`src/epc_regs.svh`:
```
// Register offsets, field positions and reset values of the counter unit
`ifndef EPC_REGS_SVH
`define EPC_REGS_SVH

// Byte addresses, block base is index times stride
`define EPC_BLK_STRIDE 8'h20
`define EPC_BLK_LIMIT 8'h40
`define EPC_OFF_CTRL 5'h00
`define EPC_OFF_CMD 5'h04
`define EPC_OFF_COUNT 5'h08
`define EPC_OFF_CAPTURE 5'h0C
`define EPC_OFF_PW_HIGH 5'h10
`define EPC_OFF_PW_LOW 5'h14
`define EPC_OFF_PERIOD 5'h18
`define EPC_OFF_STATUS 5'h1C
`define EPC_OFF_DIN 8'h40

// Command bits, write-one pulses
`define EPC_CMD_CLEAR 0
`define EPC_CMD_CAPTURE 1
`define EPC_CMD_PW_CLEAR 2

// Control field positions
`define EPC_CTRL_WIDTH 12
`define EPC_CTRL_RESET 12'h000

// PWM source select codes
`define EPC_SRC_A 2'h0
`define EPC_SRC_B 2'h1
`define EPC_SRC_CLR 2'h2

// Fixed values
`define EPC_ONE 32'h00000001
`define EPC_MAX 32'hFFFFFFFF
`define EPC_ZERO 32'h00000000

`endif

```
`src/epc_pkg.sv`:
```
// Types shared by the counter unit modules
package epc_pkg;

    // Per-block configuration, bit 0 is enable
    typedef struct packed {
        logic pwm_enable;
        logic pwm_edge;
        logic [1:0] pwm_src;
        logic ref_only;
        logic external_capture_arm;
        logic external_clear_arm;
        logic capture_select;
        logic inv_dir;
        logic inv_clk;
        logic quad_mode;
        logic enable;
    } epc_mode_t;

    // One counter block: up/down counter plus pulse width counter
    typedef struct packed {
        epc_mode_t counter_mode_config;
        logic [31:0] count;
        logic [31:0] capture;
        logic [31:0] pw_run;
        logic [31:0] stage_high;
        logic [31:0] stage_low;
        logic [31:0] pw_high;
        logic [31:0] pw_low;
        logic last_up;
    } epc_blk_t;

    // Whole top-level state
    typedef struct packed {
        epc_blk_t [1:0] blk;
        logic ack;
        logic waitreq;
        logic [31:0] rdata;
    } epc_state_t;

    // Synchronised pin view of one block: bit 0 A/clock, 1 B/direction, 2 clear/capture
    typedef struct packed {
        logic [2:0] lvl;
        logic [2:0] rise;
        logic [2:0] fall;
    } epc_pins_t;

endpackage : epc_pkg

```
`src/epc_sync.sv`:
```
// Two-stage pin synchroniser with registered level and edge pulses
`timescale 1ns/10ps
module epc_sync #(
    parameter int WIDTH = 3
) (
    // Clock and reset
    input wire logic clk_in,
    input wire logic nrst_in,
    // Asynchronous pins
    input wire logic [WIDTH-1:0] pin_in,
    // Synchronised view
    output logic [WIDTH-1:0] level_out,
    output logic [WIDTH-1:0] rise_out,
    output logic [WIDTH-1:0] fall_out
);

    typedef struct packed {
        logic [WIDTH-1:0] meta;
        logic [WIDTH-1:0] sync;
        logic [WIDTH-1:0] level;
        logic [WIDTH-1:0] rise;
        logic [WIDTH-1:0] fall;
    } epc_sync_state_t;

    epc_sync_state_t s_q;
    epc_sync_state_t s_d;

    // First stage feeds only the second; edges come from later stages
    always_comb begin
        s_d = s_q;
        s_d.meta = pin_in;
        s_d.sync = s_q.meta;
        s_d.level = s_q.sync;
        s_d.rise = s_q.sync & ~s_q.level;
        s_d.fall = ~s_q.sync & s_q.level;
    end

    always_ff @(posedge clk_in or negedge nrst_in) begin
        if (!nrst_in) begin
            s_q <= '0;
        end else begin
            s_q <= s_d;
        end
    end

    assign level_out = s_q.level;
    assign rise_out = s_q.rise;
    assign fall_out = s_q.fall;

endmodule : epc_sync

```
`src/epc_top.sv`:
```
// Two-block encoder and pulse width counter unit with Avalon-MM register slave
//
// Overview of operation
// - Two blocks each hold a 32-bit up/down counter and a pulse width counter running together.
// - In clock/direction mode the counter steps by one on each falling edge of the clock input.
// - In clock/direction mode a high direction level counts up and a low level counts down.
// - Clock and direction may each be inverted, moving the active edge and reversing the sense.
// - A software command copies the running count into the capture register without disturbing it.
// - Software selects whether the clear/capture pin clears or captures; it acts only once software has armed it.
// - When armed, a rising edge on the clear/capture pin clears or captures the counter.
// - Four-edge mode decodes quadrature A/B into one count per edge on either input.
// - In four-edge mode an armed clear holds the count at zero while A, B and reference are 1.
// - The pulse width counter measures A, B or clear/capture with a selectable trigger edge.
// - Software reads high time, low time and period, giving frequency and duty cycle.
// - Block 2 pins are isolated inputs 0 to 2, which stay readable as plain inputs.
// - The serial encoder data pin is also the clear/capture input of block 1.
//
// Implementation choices: the Avalon-MM interface to the registers and the placing of the registers.
`timescale 1ns/10ps
`include "epc_regs.svh"
module epc_top (
    // Clock and reset
    input wire logic clk_in,
    input wire logic nrst_in,
    // Avalon-MM slave
    input wire logic [7:0] avs_address_in,
    input wire logic avs_read_in,
    input wire logic avs_write_in,
    input wire logic [31:0] avs_writedata_in,
    input wire logic [3:0] avs_byteenable_in,
    output logic [31:0] avs_readdata_out,
    output logic avs_waitrequest_out,
    // Block 1 differential pins
    input wire logic cnt1_a_in,
    input wire logic cnt1_b_in,
    input wire logic serial_encoder_data_in,
    // Isolated inputs, bits 0 to 2 also feed block 2
    input wire logic [11:0] isolated_input_in,
    // Synchronised pin views for the neighbouring functions
    output logic serial_data_sync_out,
    output logic [11:0] isolated_level_out
);

    epc_pkg::epc_state_t s_q;
    epc_pkg::epc_state_t s_d;
    epc_pkg::epc_pins_t pins [2];

    logic [2:0] b1_lvl;
    logic [2:0] b1_rise;
    logic [2:0] b1_fall;
    logic [11:0] iso_lvl;
    logic [11:0] iso_rise;
    logic [11:0] iso_fall;

    // Block 1 pins, serial data doubles as clear/capture
    epc_sync #(
        .WIDTH(3)
    ) u_sync_blk1 (
        .clk_in(clk_in),
        .nrst_in(nrst_in),
        .pin_in({serial_encoder_data_in, cnt1_b_in, cnt1_a_in}),
        .level_out(b1_lvl),
        .rise_out(b1_rise),
        .fall_out(b1_fall)
    );

    // All isolated inputs, the low three also feed block 2
    epc_sync #(
        .WIDTH(12)
    ) u_sync_iso (
        .clk_in(clk_in),
        .nrst_in(nrst_in),
        .pin_in(isolated_input_in),
        .level_out(iso_lvl),
        .rise_out(iso_rise),
        .fall_out(iso_fall)
    );

    always_comb begin
        pins[0].lvl = b1_lvl;
        pins[0].rise = b1_rise;
        pins[0].fall = b1_fall;
        pins[1].lvl = iso_lvl[2:0];
        pins[1].rise = iso_rise[2:0];
        pins[1].fall = iso_fall[2:0];
    end

    // Address decode result
    logic hit_blk;
    logic blk_sel;
    logic [4:0] reg_off;
    logic hit_din;

    always_comb begin
        hit_blk = 1'b0;
        hit_din = 1'b0;
        blk_sel = avs_address_in[5];
        reg_off = avs_address_in[4:0];
        if (avs_address_in < `EPC_BLK_LIMIT) begin
            hit_blk = 1'b1;
        end else if (avs_address_in == `EPC_OFF_DIN) begin
            hit_din = 1'b1;
        end
    end

    // Merge write data into a 12-bit control word by byte lane
    function automatic epc_pkg::epc_mode_t epc_merge_mode(
        input epc_pkg::epc_mode_t old_mode,
        input logic [31:0] wdata,
        input logic [3:0] be
    );
        logic [15:0] w;
        w = {4'h0, old_mode};
        if (be[0]) begin
            w[7:0] = wdata[7:0];
        end
        if (be[1]) begin
            w[15:8] = wdata[15:8];
        end
        return epc_pkg::epc_mode_t'(w[`EPC_CTRL_WIDTH-1:0]);
    endfunction : epc_merge_mode

    // Read mux of one block
    function automatic logic [31:0] epc_read_blk(
        input epc_pkg::epc_blk_t b,
        input epc_pkg::epc_pins_t p,
        input logic [4:0] off
    );
        logic [31:0] r;
        r = `EPC_ZERO;
        if (off == `EPC_OFF_CTRL) begin
            r = {20'h00000, b.counter_mode_config};
        end else if (off == `EPC_OFF_COUNT) begin
            r = b.count;
        end else if (off == `EPC_OFF_CAPTURE) begin
            r = b.capture;
        end else if (off == `EPC_OFF_PW_HIGH) begin
            r = b.pw_high;
        end else if (off == `EPC_OFF_PW_LOW) begin
            r = b.pw_low;
        end else if (off == `EPC_OFF_PERIOD) begin
            r = b.pw_high + b.pw_low;
        end else if (off == `EPC_OFF_STATUS) begin
            r = {28'h0000000, p.lvl, b.last_up};
        end
        return r;
    endfunction : epc_read_blk

    // Working variables of the block update
    logic cmd_clear [2];
    logic cmd_capture [2];
    logic cmd_pw_clear [2];
    logic step [2];
    logic up [2];
    logic ext_clear [2];
    logic ext_capture [2];
    logic cd_edge [2];
    logic a_chg [2];
    logic b_chg [2];
    logic a_prev [2];
    logic ref_hold [2];
    logic [1:0] src [2];
    logic sel_rise [2];
    logic sel_fall [2];
    logic trig [2];
    logic [31:0] new_high [2];
    logic [31:0] new_low [2];

    always_comb begin
        s_d = s_q;

        // Avalon: waitrequest idles high, drops for one cycle per request
        s_d.ack = 1'b0;
        s_d.waitreq = 1'b1;
        if ((avs_read_in || avs_write_in) && !s_q.ack) begin
            s_d.ack = 1'b1;
            s_d.waitreq = 1'b0;
            s_d.rdata = `EPC_ZERO;
            if (avs_read_in && hit_blk) begin
                s_d.rdata = epc_read_blk(s_q.blk[blk_sel], pins[blk_sel], reg_off);
            end else if (avs_read_in && hit_din) begin
                s_d.rdata = {20'h00000, iso_lvl};
            end
        end

        for (int i = 0; i < 2; i++) begin
            cmd_clear[i] = 1'b0;
            cmd_capture[i] = 1'b0;
            cmd_pw_clear[i] = 1'b0;
            // Writes land at the edge where the master sees waitrequest low
            if (s_q.ack && avs_write_in && hit_blk && (blk_sel == i[0])) begin
                if (reg_off == `EPC_OFF_CTRL) begin
                    s_d.blk[i].counter_mode_config = epc_merge_mode(
                        s_q.blk[i].counter_mode_config, avs_writedata_in, avs_byteenable_in);
                end else if (reg_off == `EPC_OFF_CMD && avs_byteenable_in[0]) begin
                    cmd_clear[i] = avs_writedata_in[`EPC_CMD_CLEAR];
                    cmd_capture[i] = avs_writedata_in[`EPC_CMD_CAPTURE];
                    cmd_pw_clear[i] = avs_writedata_in[`EPC_CMD_PW_CLEAR];
                end
            end

            // Clock/direction decode
            cd_edge[i] = s_q.blk[i].counter_mode_config.inv_clk ?
                pins[i].rise[0] : pins[i].fall[0];
            // Quadrature decode; a simultaneous A and B change is illegal and dropped
            a_chg[i] = pins[i].rise[0] | pins[i].fall[0];
            b_chg[i] = pins[i].rise[1] | pins[i].fall[1];
            a_prev[i] = pins[i].lvl[0] ^ a_chg[i];
            if (s_q.blk[i].counter_mode_config.quad_mode) begin
                step[i] = a_chg[i] ^ b_chg[i];
                up[i] = a_prev[i] ^ pins[i].lvl[1];
            end else begin
                step[i] = cd_edge[i];
                up[i] = pins[i].lvl[1] ^ s_q.blk[i].counter_mode_config.inv_dir;
            end

            // External clear/capture only once armed
            ref_hold[i] = s_q.blk[i].counter_mode_config.ref_only ? pins[i].lvl[2] :
                (pins[i].lvl[0] & pins[i].lvl[1] & pins[i].lvl[2]);
            if (s_q.blk[i].counter_mode_config.quad_mode) begin
                ext_clear[i] = ref_hold[i];
            end else begin
                ext_clear[i] = pins[i].rise[2];
            end
            ext_clear[i] = ext_clear[i] && !s_q.blk[i].counter_mode_config.capture_select &&
                s_q.blk[i].counter_mode_config.external_clear_arm;
            ext_capture[i] = pins[i].rise[2] &&
                s_q.blk[i].counter_mode_config.capture_select &&
                s_q.blk[i].counter_mode_config.external_capture_arm;

            // Capture sees the count before this cycle's step
            if (cmd_capture[i] || ext_capture[i]) begin
                s_d.blk[i].capture = s_q.blk[i].count;
            end
            if (cmd_clear[i] || ext_clear[i]) begin
                s_d.blk[i].count = `EPC_ZERO;
            end else if (s_q.blk[i].counter_mode_config.enable && step[i]) begin
                // Plain 32-bit add wraps in both directions
                s_d.blk[i].count = up[i] ? s_q.blk[i].count + `EPC_ONE :
                    s_q.blk[i].count - `EPC_ONE;
                s_d.blk[i].last_up = up[i];
            end

            // Pulse width counter runs alongside the up/down counter
            src[i] = s_q.blk[i].counter_mode_config.pwm_src;
            if (src[i] == `EPC_SRC_B) begin
                sel_rise[i] = pins[i].rise[1];
                sel_fall[i] = pins[i].fall[1];
            end else if (src[i] == `EPC_SRC_CLR) begin
                sel_rise[i] = pins[i].rise[2];
                sel_fall[i] = pins[i].fall[2];
            end else begin
                sel_rise[i] = pins[i].rise[0];
                sel_fall[i] = pins[i].fall[0];
            end
            trig[i] = s_q.blk[i].counter_mode_config.pwm_edge ? sel_fall[i] : sel_rise[i];
            new_high[i] = sel_fall[i] ? s_q.blk[i].pw_run : s_q.blk[i].stage_high;
            new_low[i] = sel_rise[i] ? s_q.blk[i].pw_run : s_q.blk[i].stage_low;
            if (cmd_pw_clear[i] || !s_q.blk[i].counter_mode_config.pwm_enable) begin
                s_d.blk[i].pw_run = `EPC_ZERO;
                s_d.blk[i].stage_high = `EPC_ZERO;
                s_d.blk[i].stage_low = `EPC_ZERO;
                if (cmd_pw_clear[i]) begin
                    s_d.blk[i].pw_high = `EPC_ZERO;
                    s_d.blk[i].pw_low = `EPC_ZERO;
                end
            end else begin
                s_d.blk[i].stage_high = new_high[i];
                s_d.blk[i].stage_low = new_low[i];
                // Saturate so a stopped signal reads as very long, not short
                if (sel_rise[i] || sel_fall[i]) begin
                    s_d.blk[i].pw_run = `EPC_ONE;
                end else if (s_q.blk[i].pw_run != `EPC_MAX) begin
                    s_d.blk[i].pw_run = s_q.blk[i].pw_run + `EPC_ONE;
                end
                // Publish a consistent high/low pair only on the trigger edge
                if (trig[i]) begin
                    s_d.blk[i].pw_high = new_high[i];
                    s_d.blk[i].pw_low = new_low[i];
                end
            end
        end
    end

    // One register set for both blocks, both counters per block in parallel
    always_ff @(posedge clk_in or negedge nrst_in) begin
        if (!nrst_in) begin
            s_q <= '0;
            s_q.waitreq <= 1'b1;
        end else begin
            s_q <= s_d;
        end
    end

    assign avs_readdata_out = s_q.rdata;
    assign avs_waitrequest_out = s_q.waitreq;
    assign serial_data_sync_out = b1_lvl[2];
    assign isolated_level_out = iso_lvl;

endmodule : epc_top

```
`config.mk`:
```
export PLATFORM = sky130hd
export DESIGN_NAME = epc_top
export DESIGN_NICKNAME = d
export VERILOG_FILES = /design/src/epc_pkg.sv /design/src/epc_sync.sv /design/src/epc_top.sv
export VERILOG_INCLUDE_DIRS = /design/src
export SDC_FILE = /design/constraint.sdc
export NUM_CORES = 1
export LEC_CHECK = 0
export BUFFER_PORTS_ARGS = -buffer_cell sky130_fd_sc_hd__clkbuf_2
export CORE_MARGIN = 2
export CORE_UTILIZATION = 25
export DETAILED_ROUTE_END_ITERATION = 10
export PLACE_DENSITY = 0.46
export SLEW_MARGIN = 20
export SYNTH_ARGS = -nofsm -noshare
export SYNTH_HDL_FRONTEND = slang
export SYNTH_HIERARCHICAL = 1
export SYNTH_SLANG_ARGS = --single-unit
```
`constraint.sdc`:
```
create_clock -name clk_in -period 7.3 [get_ports clk_in]
set_clock_uncertainty 0.2 [all_clocks]
set_input_delay 1.46 -clock clk_in [delete_from_list [all_inputs] [get_ports clk_in]]
set_output_delay 1.46 -clock clk_in [all_outputs]
set_load 0.02 [all_outputs]
```
==> impl_metrics.yaml <==
grt:
  grt_overflow_total: 0
  grtUsageMet3_pct: 2.21
  use_met1_pct: 19.5
  grt_pass1_vias: 21100
  met2_usage_pct: 22.1
  busiest_layer: "met2"
  track_usage_pct: 13.8
  grt_pass1_wl_um: 130000
  antenna_found_initial: 1
  grt_max_degree: 158
critical_path:
  critPathMaxStageDelay_ns: 0.75
  required_ns: 7.58
  cp-startpoint: "u_sync_iso/level_out[0]"
  critPathSlowestCell: "xnor2_1"
  path_class: "flop to flop"
  crit_fanout: 32
  cp-start-kind: "flop"
  endpoint_kind: "flop"
  crit_family: "compound AO/OA/AOI/OAI gates"
  path_cells: "xnor2_1, mux2i_1, xnor2_1, inv_1, buf_4, ha_1, a21o_1, a221oi_2, o21ai_1, a211oi_2, a311o_1, a31oi_1, and3_1, o21ai_1, xnor2_1, nor2_1"
  rr_startpoint: "u_sync_iso/level_out[0]"
  crit_arrival_ns: 5.47
  cp_common_cell: "xnor2_1"
  worst-path-buf-inv: 2
placed_design:
  dpl-instance-area_um2: 31200
  gp_congestion: 0.798
  numPortBuffers: 86
  place_hpwl_um: 57800
detailed_routing:
  drt_pass1_iterations: 6
  dr_total_vias: 20900
  drt-total-wl_um: 83600
  wl_per_cell_um: 18.9
  drcViolationCount: 0
  ant_nets: 0
  drt_first_iter_violations: 1103
  via_per_inst: 4.70
timing:
  fin_crit_ns: 5.19
  slew_viol_final: 0
  fmax_ghz: 0.193
  rsz0062_at_grt: "no"
  worstMarginPinSlew_ns: 1.02
  setup_viol: 0
  finalCritPeriodShare_pct: 71.1
  totalNegativeSetupSlack_ns: 0
  hold_violations: 0
  slew_headroom_pct: 31.5
clocking:
  cts_sinks: 565
  cts-buffers-inserted: 66
  htree_num_levels: 3
  root_buffer: "clkbuf_16"
  post_cts_buffers: 0
  clkLatencyLatePin_ns: 0.61
  ctsHoldBuffers: 0
  cts_tree: "yes"
  cts.reportedPaths.clkPinSlew_ns: 0.06
  ctsResizeCount: 0
  cts_buffer_depth: 3
min_path:
  worstHoldStart: "u_sync_iso/s_d[27]"
  hold_class: "flop to flop"
floorplanning:
  dieArea_um2: 120000
  die_h_um: 347
  chipWidth_um: 347
  start_util_pct: 25.2
  rows: 125
  coreArea_um2: 116000
  pin_count: 109
pwr:
  vdd_drop_max_mv: 0.147
  leakage_nw: 14.6
  power_density_nw_per_um2: 225
run:
  max_cap_violations: 0
final_layout:
  num-nets-final: 3022
  drive_above_1_share_pct: 18.1
  num_antenna_cells: 0
  final_area_um2: 33400
  syn2layout_area_growth_pct: 13.9
synthesis:
  syn_area_um2: 29300
  synth_area_per_cell_um2: 10.3
  yosys_warnings: 6
  synth_fp_nets: 3015
  syn_inst: 2856
outcome:
  status: "finished clean"
==> worst reg2reg max path, cell delays in order, from the launching register on <==
cell,delay [ns]
dfrtp_1,0.51
xnor2_1,0.35
mux2i_1,0.14
xnor2_1,0.75
inv_1,0.09
buf_4,0.30
ha_1,0.43
a21o_1,0.25
a221oi_2,0.24
o21ai_1,0.18
a211oi_2,0.53
a311o_1,0.32
a31oi_1,0.19
and3_1,0.23
o21ai_1,0.17
xnor2_1,0.14
nor2_1,0.05
==> power by group <==
| group | total [mW] | switching, mW | internal [mW] |
|---|---|---|---|
| combinational | 0.858 | 0.525 | 0.333 |
| clock | 3.34 | 1.38 | 1.96 |
| sequential | 3.31 | 0.0896 | 3.22 |
==> stage by stage <==
step | cells | power, mW | hold slack, ns | worst slack, ns | utilization [%]
final | 4434 | 7.51 | 0.145 | 2.11 | 28.7
after global routing | 4434 | 7.85 | 0.152 | 1.85 | 28.7
after CTS | 4434 | 7.62 | 0.147 | 2.04 | 28.7
after detailed placement | 4319 | 4.24 | 0.136 | 1.56 | 26.9
after global placement | 4319 | 4.23 | 0.131 | 1.54 | 26.9
after floorplan | 2856 | 3.96 | 0.131 | 1.97 | -
==> final timing paths <==
check | cells after the start | slack [ns] | to
worst min register to register | 0 | 0.14 | u_sync_iso/level_out[3]
worst min-delay path | 0 | 0.14 | u_sync_iso/level_out[3]
worst max register to register | 16 | 2.11 | s_q[495]
min in group asynchronous | 1 | 0.63 | s_q[272]
worst max-delay path | 16 | 2.11 | s_q[495]
max in group asynchronous | 2 | 4.98 | s_q[254]
==> layout make-up <==
type	instances	area [um2]
Fill cell	12300	82900
Timing Repair Buffer	118	724
Inverter	32	120
Clock inverter	29	302
Tap cell	1524	1910
Multi-Input combinational cell	2080	14400
Clock buffer	86	1870
Sequential cell	565	14100
==> cell usage in the layout (no fill, tap or decap), drive strengths merged, types with 6 or more instances in the layout <==
master and n:
nand4 28, nand3 41, mux2 294, a31oi 19, nor2 169, a21oi 316
mux4 10, a22o 14, nor4 6, nor2b 16, and3 28, o211ai 13
o22ai 12, o21bai 6, a22oi 8, buf 34, a221oi 21, o21a 9
nand2 457, a211o 6, and4 10, clkinv 21, ha 93, and2 10
and2b 13, mux2i 56, nor3 22, a21o 42, nand2b 15, dfrtp 564
a211oi 18, o21ai 100, inv 33, or3 16, xnor2 65, o31ai 6
xor2 75, clkbuf 170, o221ai 6
==> state kept, by name, summed over array words and instances (netlist names) <==
name	flops
u_sync_blk1/rise_out	3
u_sync_blk1/level_out	3
u_sync_iso/fall_out	3
avs_readdata_out	32
u_sync_iso/rise_out	3
avs_waitrequest_out	1
u_sync_iso/s_d	24
u_sync_blk1/fall_out	3
u_sync_iso/level_out	12
u_sync_blk1/s_d	6
s_q	475
==> routing by layer <==
| metal | vias to the layer above | share of wire [%] |
|---|---|---|
| met5 | - | 0 |
| met4 | 0 | 1.7 |
| met3 | 85 | 3.5 |
| met2 | 261 | 46 |
| met1 | 10400 | 49 |
| li1 | 10100 | - |
No activity file was read; power rests on OpenSTA's default activity.
